`config.mk`:
```
export PLATFORM = sky130hd
export DESIGN_NAME = cbb_bias_ctrl
export DESIGN_NICKNAME = d
export VERILOG_FILES = /design/src/cbb_pkg.sv /design/src/cbb_bias_ctrl.sv
export SDC_FILE = /design/constraint.sdc
export NUM_CORES = 1
export LEC_CHECK = 0
export ABC_AREA = 1
export BUFFER_PORTS_ARGS = -buffer_cell sky130_fd_sc_hd__buf_2
export CORE_MARGIN = 3
export CORE_UTILIZATION = 35
export DETAILED_ROUTE_END_ITERATION = 10
export GPL_TIMING_DRIVEN = 0
export HOLD_SLACK_MARGIN = 0.03
export MAX_ROUTING_LAYER = met4
export PLACE_DENSITY = 0.58
export SYNTH_ARGS = -nofsm -noshare
export SYNTH_HDL_FRONTEND = slang
export SYNTH_SLANG_ARGS = --single-unit
```
`constraint.sdc`:
```
create_clock -name core_clk -period 2.5 [get_ports core_clk]
set_input_delay 0.25 -clock core_clk [delete_from_list [all_inputs] [get_ports core_clk]]
set_output_delay 0.25 -clock core_clk [all_outputs]
set_load 0.01 [all_outputs]
```
`src/cbb_pkg.sv`:
```
`default_nettype none
package cbb_pkg;
  typedef enum logic [1:0] {
    CBB_OFF        = 2'h0,
    CBB_AUTO_INACT = 2'h1,
    CBB_AUTO_ACT   = 2'h2,
    CBB_ACTIVE     = 2'h3
  } cbb_bias_t;
  typedef enum logic [2:0] {
    MODE_NORMAL  = 3'h0,
    MODE_SILENT  = 3'h1,
    MODE_STANDBY = 3'h2,
    MODE_GTS     = 3'h3,
    MODE_SLEEP   = 3'h4
  } cbb_mode_t;
  localparam logic [7:0] ADDR_CTRL = 8'h00;
  localparam logic [7:0] ADDR_STAT = 8'h04;
  localparam int CTRL_MODE_LSB = 0;
  localparam int STAT_BIAS_LSB = 0;
  localparam int STAT_SIL_BIT  = 2;
  localparam int STAT_STK_BIT  = 3;
  localparam int STAT_WAKE_BIT = 4;
  localparam cbb_mode_t MODE_RST = MODE_STANDBY;
  localparam cbb_bias_t BIAS_RST = CBB_OFF;
  localparam logic [1:0] RESP_OKAY   = 2'h0;
  localparam logic [1:0] RESP_SLVERR = 2'h2;
  // Pin synchroniser lanes
  localparam int SYN_N   = 9;
  localparam int SYN_BF  = 0;
  localparam int SYN_BR  = 1;
  localparam int SYN_CF  = 2;
  localparam int SYN_CR  = 3;
  localparam int SYN_IF  = 4;
  localparam int SYN_IR  = 5;
  localparam int SYN_TXD = 6;
  localparam int SYN_DOM = 7;
  localparam int SYN_WK  = 8;
  localparam logic [8:0] SYN_RST = 9'h040;
  localparam int CLK_PERIOD_NS       = 8;
  localparam int BUS_SILENCE_TIME_US = 1000;
  localparam int SILENCE_CYCLES = (BUS_SILENCE_TIME_US * 1000) / CLK_PERIOD_NS;
endpackage
`default_nettype wire

```
`src/cbb_bias_ctrl.sv`:
```
`default_nettype none
// Operation
// - Four-state bus bias machine
// - Battery undervoltage forces off, bus floating
// - Battery recovered: off to autonomous inactive
// - Autonomous inactive biases bus to ground
// - Remote wake in low power: autonomous active
// - Silence expiry in low power drops autonomous active to inactive
// - Leaving active picks state by silence time
// - Supply undervoltage in active: autonomous active
// - Active mode request under undervoltage: autonomous active
// - Active entered only in normal, supplies good
// - Normal runs active, silent only holds active once entered, half-supply bias
// - Transmit low leaving standby blocks driver, receiver
// - Transmit low drives dominant in normal only; dominant gives receive low
// - Transmit high recessive, driver off, receive high
// - Standby receive high, low while wake pending
// - Sleep modes keep only wake receiver
// - Wake detection off in normal, silent
// - Any dominant driver makes bus dominant
module cbb_bias_ctrl
  import cbb_pkg::*;
#(
  parameter int SILENCE_CYC = SILENCE_CYCLES
) (
  // Clock and reset
  input  wire logic        core_clk,
  input  wire logic        srst,
  // AXI4-Lite write
  input  wire logic [7:0]  s_axi_awaddr,
  input  wire logic        s_axi_awvalid,
  output logic             s_axi_awready,
  input  wire logic [31:0] s_axi_wdata,
  input  wire logic [3:0]  s_axi_wstrb,
  input  wire logic        s_axi_wvalid,
  output logic             s_axi_wready,
  output logic [1:0]       s_axi_bresp,
  output logic             s_axi_bvalid,
  input  wire logic        s_axi_bready,
  // AXI4-Lite read
  input  wire logic [7:0]  s_axi_araddr,
  input  wire logic        s_axi_arvalid,
  output logic             s_axi_arready,
  output logic [31:0]      s_axi_rdata,
  output logic [1:0]       s_axi_rresp,
  output logic             s_axi_rvalid,
  input  wire logic        s_axi_rready,
  // Supply monitors
  input  wire logic        battery_uv_falling,
  input  wire logic        battery_uv_rising,
  input  wire logic        xcvr_supply_uv_falling,
  input  wire logic        xcvr_supply_uv_rising,
  input  wire logic        io_supply_uv_falling,
  input  wire logic        io_supply_uv_rising,
  // Controller and bus side
  input  wire logic        txd,
  input  wire logic        bus_dominant,
  input  wire logic        remote_wake_pattern,
  output logic             rxd,
  output logic             canh_out,
  output logic             canh_oe_n,
  output logic             canl_out,
  output logic             canl_oe_n,
  // Bias and receiver controls
  output logic [1:0]       bias_state,
  output logic             main_rx_en,
  output logic             wake_rx_en,
  output logic             wake_det_en,
  output logic             transmit_stuck_low
);

  function automatic logic is_run_mode(input cbb_mode_t m);
    return (m == MODE_NORMAL) || (m == MODE_SILENT);
  endfunction

  function automatic logic is_low_power(input cbb_mode_t m);
    return (m == MODE_STANDBY) || (m == MODE_GTS) || (m == MODE_SLEEP);
  endfunction

  logic [SYN_N-1:0] syn_a_reg;
  logic [SYN_N-1:0] syn_b_reg;
  logic [SYN_N-1:0] syn_c_reg;
  logic [SYN_N-1:0] syn_reg;
  logic             dom_q_reg;
  logic             wk_q_reg;
  cbb_mode_t        mode_reg;
  cbb_mode_t        mode_q_reg;
  cbb_bias_t        state_reg;
  cbb_bias_t        state_next;
  logic [31:0]      sil_cnt_reg;
  logic             sil_exp_reg;
  logic             stuck_reg;
  logic             wake_pend_reg;
  logic             aw_hold_reg;
  logic             w_hold_reg;
  logic [7:0]       awaddr_reg;
  logic [31:0]      wdata_reg;
  logic [3:0]       wstrb_reg;

  logic bf;
  logic br;
  logic sup_fault;
  logic sup_good;
  logic txd_low;
  logic bus_edge;
  logic wake_evt;
  logic run_mode;
  logic low_pwr;
  logic drive_dom;
  logic rx_live;
  logic wr_go;
  logic wr_ok;
  logic [31:0] rd_val;

  // Three stages; a change is taken only once stages two and three agree
  genvar gi;
  generate
    for (gi = 0; gi < SYN_N; gi++) begin : g_syn
      always_ff @(posedge core_clk) begin
        if (srst) begin
          syn_a_reg[gi] <= SYN_RST[gi];
          syn_b_reg[gi] <= SYN_RST[gi];
          syn_c_reg[gi] <= SYN_RST[gi];
          syn_reg[gi]   <= SYN_RST[gi];
        end else begin
          syn_a_reg[gi] <= (gi == SYN_DOM) ? bus_dominant :
                           (gi == SYN_TXD) ? txd :
                           (gi == SYN_WK)  ? remote_wake_pattern :
                           (gi == SYN_BF)  ? battery_uv_falling :
                           (gi == SYN_BR)  ? battery_uv_rising :
                           (gi == SYN_CF)  ? xcvr_supply_uv_falling :
                           (gi == SYN_CR)  ? xcvr_supply_uv_rising :
                           (gi == SYN_IF)  ? io_supply_uv_falling :
                                             io_supply_uv_rising;
          syn_b_reg[gi] <= syn_a_reg[gi];
          syn_c_reg[gi] <= syn_b_reg[gi];
          if (syn_b_reg[gi] == syn_c_reg[gi]) begin
            syn_reg[gi] <= syn_c_reg[gi];
          end
        end
      end
    end
  endgenerate

  assign bf        = syn_reg[SYN_BF];
  assign br        = syn_reg[SYN_BR];
  assign sup_fault = syn_reg[SYN_CF] | syn_reg[SYN_IF];
  assign sup_good  = syn_reg[SYN_CR] & syn_reg[SYN_IR] & ~sup_fault;
  assign txd_low   = ~syn_reg[SYN_TXD];
  assign run_mode  = is_run_mode(mode_reg);
  assign low_pwr   = is_low_power(mode_reg);
  assign bus_edge  = syn_reg[SYN_DOM] ^ dom_q_reg;
  assign wake_evt  = syn_reg[SYN_WK] & ~wk_q_reg & ~run_mode;

  always_ff @(posedge core_clk) begin
    if (srst) begin
      dom_q_reg  <= 1'b0;
      wk_q_reg   <= 1'b0;
      mode_q_reg <= MODE_RST;
    end else begin
      dom_q_reg  <= syn_reg[SYN_DOM];
      wk_q_reg   <= syn_reg[SYN_WK];
      mode_q_reg <= mode_reg;
    end
  end

  // Silence timer saturates so a long idle bus never wraps to activity
  always_ff @(posedge core_clk) begin
    if (srst) begin
      sil_cnt_reg <= 32'h0;
      sil_exp_reg <= 1'b0;
    end else if (bus_edge) begin
      sil_cnt_reg <= 32'h0;
      sil_exp_reg <= 1'b0;
    end else if (sil_cnt_reg < 32'(SILENCE_CYC)) begin
      sil_cnt_reg <= sil_cnt_reg + 32'h1;
      sil_exp_reg <= (sil_cnt_reg == 32'(SILENCE_CYC - 1));
    end
  end

  always_comb begin
    state_next = state_reg;
    if (bf) begin
      state_next = CBB_OFF;
    end else begin
      case (state_reg)
        CBB_OFF: begin
          if (br) state_next = CBB_AUTO_INACT;
        end
        CBB_AUTO_INACT: begin
          if (mode_reg == MODE_NORMAL && sup_good) begin
            state_next = CBB_ACTIVE;
          end else if (wake_evt && low_pwr) begin
            state_next = CBB_AUTO_ACT;
          end else if (run_mode && sup_fault) begin
            state_next = CBB_AUTO_ACT;
          end
        end
        CBB_AUTO_ACT: begin
          if (mode_reg == MODE_NORMAL && sup_good) begin
            state_next = CBB_ACTIVE;
          end else if (low_pwr && sil_exp_reg) begin
            state_next = CBB_AUTO_INACT;
          end
        end
        CBB_ACTIVE: begin
          if (sup_fault) begin
            state_next = CBB_AUTO_ACT;
          end else if (low_pwr) begin
            state_next = sil_exp_reg ? CBB_AUTO_INACT : CBB_AUTO_ACT;
          end
        end
        default: state_next = CBB_OFF;
      endcase
    end
  end

  always_ff @(posedge core_clk) begin
    if (srst) state_reg <= BIAS_RST;
    else      state_reg <= state_next;
  end

  // Stuck-low latch clears once the controller releases transmit
  always_ff @(posedge core_clk) begin
    if (srst) begin
      stuck_reg <= 1'b0;
    end else if (mode_q_reg == MODE_STANDBY && mode_reg != MODE_STANDBY && txd_low) begin
      stuck_reg <= 1'b1;
    end else if (!txd_low) begin
      stuck_reg <= 1'b0;
    end
  end

  // Set wins over the clear by normal mode
  always_ff @(posedge core_clk) begin
    if (srst) begin
      wake_pend_reg <= 1'b0;
    end else if (wake_evt) begin
      wake_pend_reg <= 1'b1;
    end else if (mode_reg == MODE_NORMAL) begin
      wake_pend_reg <= 1'b0;
    end
  end

  assign drive_dom = (state_reg == CBB_ACTIVE) && (mode_reg == MODE_NORMAL) &&
                     txd_low && !stuck_reg;
  assign rx_live   = (state_reg == CBB_ACTIVE) && run_mode && !stuck_reg;

  always_ff @(posedge core_clk) begin
    if (srst) begin
      rxd                <= 1'b1;
      canh_out           <= 1'b0;
      canl_out           <= 1'b0;
      canh_oe_n          <= 1'b1;
      canl_oe_n          <= 1'b1;
      bias_state         <= BIAS_RST;
      main_rx_en         <= 1'b0;
      wake_rx_en         <= 1'b0;
      wake_det_en        <= 1'b0;
      transmit_stuck_low <= 1'b0;
    end else begin
      canh_out  <= 1'b1;
      canl_out  <= 1'b0;
      canh_oe_n <= ~drive_dom;
      canl_oe_n <= ~drive_dom;
      if (rx_live) begin
        rxd <= ~(syn_reg[SYN_DOM] | drive_dom);
      end else if (mode_reg == MODE_STANDBY) begin
        rxd <= ~wake_pend_reg;
      end else begin
        rxd <= 1'b1;
      end
      bias_state         <= state_reg;
      main_rx_en         <= rx_live;
      wake_rx_en         <= low_pwr;
      wake_det_en        <= ~run_mode;
      transmit_stuck_low <= stuck_reg;
    end
  end

  // AXI4-Lite slave: address and data captured in either order
  assign s_axi_awready = !aw_hold_reg && !s_axi_bvalid;
  assign s_axi_wready  = !w_hold_reg && !s_axi_bvalid;
  assign s_axi_arready = !s_axi_rvalid;
  assign wr_go = aw_hold_reg && w_hold_reg;
  assign wr_ok = (awaddr_reg == ADDR_CTRL) || (awaddr_reg == ADDR_STAT);

  always_ff @(posedge core_clk) begin
    if (srst) begin
      aw_hold_reg  <= 1'b0;
      w_hold_reg   <= 1'b0;
      awaddr_reg   <= 8'h00;
      wdata_reg    <= 32'h0;
      wstrb_reg    <= 4'h0;
      s_axi_bvalid <= 1'b0;
      s_axi_bresp  <= RESP_OKAY;
    end else begin
      if (s_axi_awvalid && s_axi_awready) begin
        aw_hold_reg <= 1'b1;
        awaddr_reg  <= s_axi_awaddr;
      end
      if (s_axi_wvalid && s_axi_wready) begin
        w_hold_reg <= 1'b1;
        wdata_reg  <= s_axi_wdata;
        wstrb_reg  <= s_axi_wstrb;
      end
      if (wr_go) begin
        aw_hold_reg  <= 1'b0;
        w_hold_reg   <= 1'b0;
        s_axi_bvalid <= 1'b1;
        s_axi_bresp  <= wr_ok ? RESP_OKAY : RESP_SLVERR;
      end else if (s_axi_bvalid && s_axi_bready) begin
        s_axi_bvalid <= 1'b0;
      end
    end
  end

  // Unknown mode codes are dropped so the machine never sees them
  always_ff @(posedge core_clk) begin
    if (srst) begin
      mode_reg <= MODE_RST;
    end else if (wr_go && awaddr_reg == ADDR_CTRL && wstrb_reg[0] &&
                 wdata_reg[CTRL_MODE_LSB+:3] <= 3'(MODE_SLEEP)) begin
      mode_reg <= cbb_mode_t'(wdata_reg[CTRL_MODE_LSB+:3]);
    end
  end

  always_comb begin
    rd_val = 32'h0;
    if (s_axi_araddr == ADDR_CTRL) begin
      rd_val[CTRL_MODE_LSB+:3] = mode_reg;
    end else begin
      rd_val[STAT_BIAS_LSB+:2] = state_reg;
      rd_val[STAT_SIL_BIT]     = sil_exp_reg;
      rd_val[STAT_STK_BIT]     = stuck_reg;
      rd_val[STAT_WAKE_BIT]    = wake_pend_reg;
    end
  end

  always_ff @(posedge core_clk) begin
    if (srst) begin
      s_axi_rvalid <= 1'b0;
      s_axi_rdata  <= 32'h0;
      s_axi_rresp  <= RESP_OKAY;
    end else if (s_axi_arvalid && s_axi_arready) begin
      s_axi_rvalid <= 1'b1;
      if (s_axi_araddr == ADDR_CTRL || s_axi_araddr == ADDR_STAT) begin
        s_axi_rdata <= rd_val;
        s_axi_rresp <= RESP_OKAY;
      end else begin
        s_axi_rdata <= 32'h0;
        s_axi_rresp <= RESP_SLVERR;
      end
    end else if (s_axi_rvalid && s_axi_rready) begin
      s_axi_rvalid <= 1'b0;
    end
  end
endmodule
`default_nettype wire

```
==> metrics <==
Final GP Congestion around 0.9; CP Max Fanout 5; Final min period approximately 1600 ps; Largest register FFs 32; Initial DRC Count approximately 260; mux share of post-synthesis cell area 0; critical path launch point type flop; Setup Skew between 5 and 6 ps; Hold Crit Start s_axi_awaddr[7]; Hold Path Sink awaddr_reg[7]; Global Route Usage Sum 0.143; Worst Tran Pin Value roughly 570 ps; largest area contributor in the netlist dfxtp_1; port bufs 57; Mapped Area approximately 4600 um2; WL final between 9 and 10 mm; clock share of power 0.529; Antenna diodes 0; Hold/Removal Path Class primary input to flop; status complete, no violations; placed insts 875; HPWL Detailed around 7 mm; via count approximately 4000; cts bufs inserted 17; total grt overflow 0; final std cells w/o fill between 900 and 1000; footprint of the multi-input gates 1840 um2; # setup viols final 0; largest family of logic cells by synthesized area simple AND/OR/NAND/NOR gates; Synth Area in Compound Gates 0.0884; fill count ~1300; Sw Pwr around 1.1 mW; register share of total power 0.397; H-tree depth 4; largest net degree at the start of global routing 17; WL/cell about 10 um; router iterations before antenna repair 4; reg2reg end sil_cnt_reg[12]; Post-Route Setup TNS 0 ps; CP Data Required Time around 2800 ps; layout cells sized above 1 0.184; die area 14600 um2; residual DRC count 0; CP Capture Type flop; post-synthesis xor/xnor area fraction 0.0190; Logic pwr share 0.073; die span in y between 100 and 150 um; Site Rows 41; pwr/cell area between 800 and 900 nW/um2; critical path class flop to flop; Post-Syn Instances 617; Int Pwr about 3.7 mW; Switching Fraction 0.225; Reg-to-Reg Start sil_cnt_reg[0]; Leak roughly 2.6 nW; clock slew at reported path FFs 50 ps; core area between 10000 and 15000 um2; post-CTS sizing 0; share of the synthesized area in the top cell type 0.492; Post-Synth Adder-Cell Area 0.00272; die span in x 121 um; WP data arrival a little under 2000 ps; maximum clock frequency between 600 and 700 MHz; first-pass GRT wire length 15.9 mm; final hold violations 0; Seq cells post-synth 113; number of max-cap violations 0; clock sink count between 100 and 150; root buffer cell clkbuf_16; Vias/cell roughly 4.3; worst setup margin approximately 890 ps; unrepaired setup endpoints after global routing false; reg2reg setup slack 890 ps; Final #Nets 800; post-layout util 0.467; worst-skew pair later-pin latency 410 ps; CTS tree yes; register area share after synthesis 0.492; DP Worst Slack 900 ps; distinct cell type count after synthesis 35; synth-to-layout area growth 29.0%; worst vdd ir 0.665 mV; post-synthesis average cell area between 7 and 8 um2; Starting Density 0.362; Antenna Nets Post-Route 0; synth warn 0; max-slew violation count 0; clk buf depth 2; number of global-route vias before repair between 3000 and 4000; hold depth 3; slew margin rel. 0.620; initial antenna violation count 0; R2R cell count 7; io pins 120; area share of and/or/nand/nor cells after synthesis 0.265; crit share post-route 0.644; largest cells by area after synthesis dfxtp_1 (49%), nor2_1 (12%), nand2_1 (6.8%); FF+latch area 2260 um2
[critical path, cell delays in order, from the launching register on]
cell,delay (ps)
dfxtp_1,390
ha_1,270
nand2_1,120
nor2_1,250
nand3_1,150
xor2_1,150
nand3_1,90
a21oi_1,140
[kinds of logic after synthesis]
kind of cell,after synthesis
compound gates,74
xor+xnor,10
fa+ha+maj,1
buf+inv,127
flops,113
other cells,1
simple gates,291
[through the flow]
step | cell area (um2) | total power, mW | hold WS, ps
6_report | 5940 | 4.83 | 78.8
5_1_grt | 5940 | 5.03 | 91.1
4_1_cts | 5940 | 4.89 | 60.8
3_5_place_dp | 5210 | 2.30 | 394
3_3_place_gp | 5210 | 2.29 | 392
2_1_floorplan | 4710 | 2.20 | 354
[synth_stat cells]
cell type  instances
nor2_1           144
dfxtp_1          113
nand2_1           83
inv_1             80
nand3_1           43
a21oi_1           38
buf_4             32
o21ai_0           23
clkbuf_1           7
xor2_1             7
nor3_1             6
a21oi_2            4
nand4_1            4
buf_1              3
o211ai_1           3
or2_2              3
xnor2_1            3
a211oi_1           2
clkinv_1           2
nor4_1             2
a22oi_1            1
buf_2              1
buf_8              1
conb_1             1
ha_1               1
inv_2              1
nand2_2            1
nand2_4            1
nand2_8            1
nand3_2            1
nor2_2             1
nor3b_2            1
o21a_1             1
o21bai_1           1
o22ai_1            1
[worst max path at each step]
| stage | from | to | slack [ps] | cells after the start |
|---|---|---|---|---|
| after floorplan | sil_cnt_reg[0] | sil_cnt_reg[12] | 1140 | 7 |
| after global placement | sil_cnt_reg[0] | sil_cnt_reg[12] | 930 | 7 |
| after detailed placement | sil_cnt_reg[0] | sil_cnt_reg[12] | 900 | 7 |
| after CTS | sil_cnt_reg[0] | sil_cnt_reg[16] | 890 | 7 |
| after global routing | sil_cnt_reg[0] | sil_cnt_reg[12] | 730 | 7 |
| final | sil_cnt_reg[0] | sil_cnt_reg[12] | 890 | 7 |
[cell type report]
| class | count | share of cell area |
|---|---|---|
| flip-flops and latches | 113 | 0.381 |
| repair buffers | 66 | 0.0632 |
| multi-input cells | 406 | 0.310 |
| clock buffers | 19 | 0.0763 |
| inverters | 83 | 0.0525 |
| plain buffers | 44 | 0.0501 |
| clock inverters | 13 | 0.0310 |
| well taps | 172 | 0.0362 |
[repair_timing]
action,in CTS,in global routing
hold buffers,9,0
hold endpoints to repair,9,0
buffers inserted,0,0
[cell usage in the layout, fill, tap and decap left out, drive strengths merged, types with 2 or more instances in the layout]
cell / n
nor2: 145
dfxtp: 113
buf: 94
nand2: 86
inv: 82
nand3: 44
a21oi: 42
conb: 30
clkbuf: 26
o21ai: 23
dlygate4sd3: 9
xor2: 7
clkinv: 7
nor3: 6
nand4: 4
bufinv: 4
o211ai: 3
xnor2: 3
or2: 3
clkinvlp: 3
nor4: 2
a211oi: 2
[metal layers]
metal / global-route usage / vias to the layer above / part of all wire
met5: - / - / 0
met4: 0.0644 / 0 / 0.017
met3: 0.0468 / 16 / 0.043
met2: 0.238 / 66 / 0.50
met1: 0.155 / 1755 / 0.44
li1: - / 2098 / -
[power groups by stage]
stage,combinational (mW),sequential [mW],clock [mW]
3_5_place_dp,0.346,1.95,0
4_1_cts,0.358,1.92,2.62
6_report,0.355,1.92,2.56
5_1_grt,0.410,1.92,2.69
2_1_floorplan,0.249,1.95,0
3_3_place_gp,0.336,1.95,0
Note: power is estimated with default switching activity, not from simulation.
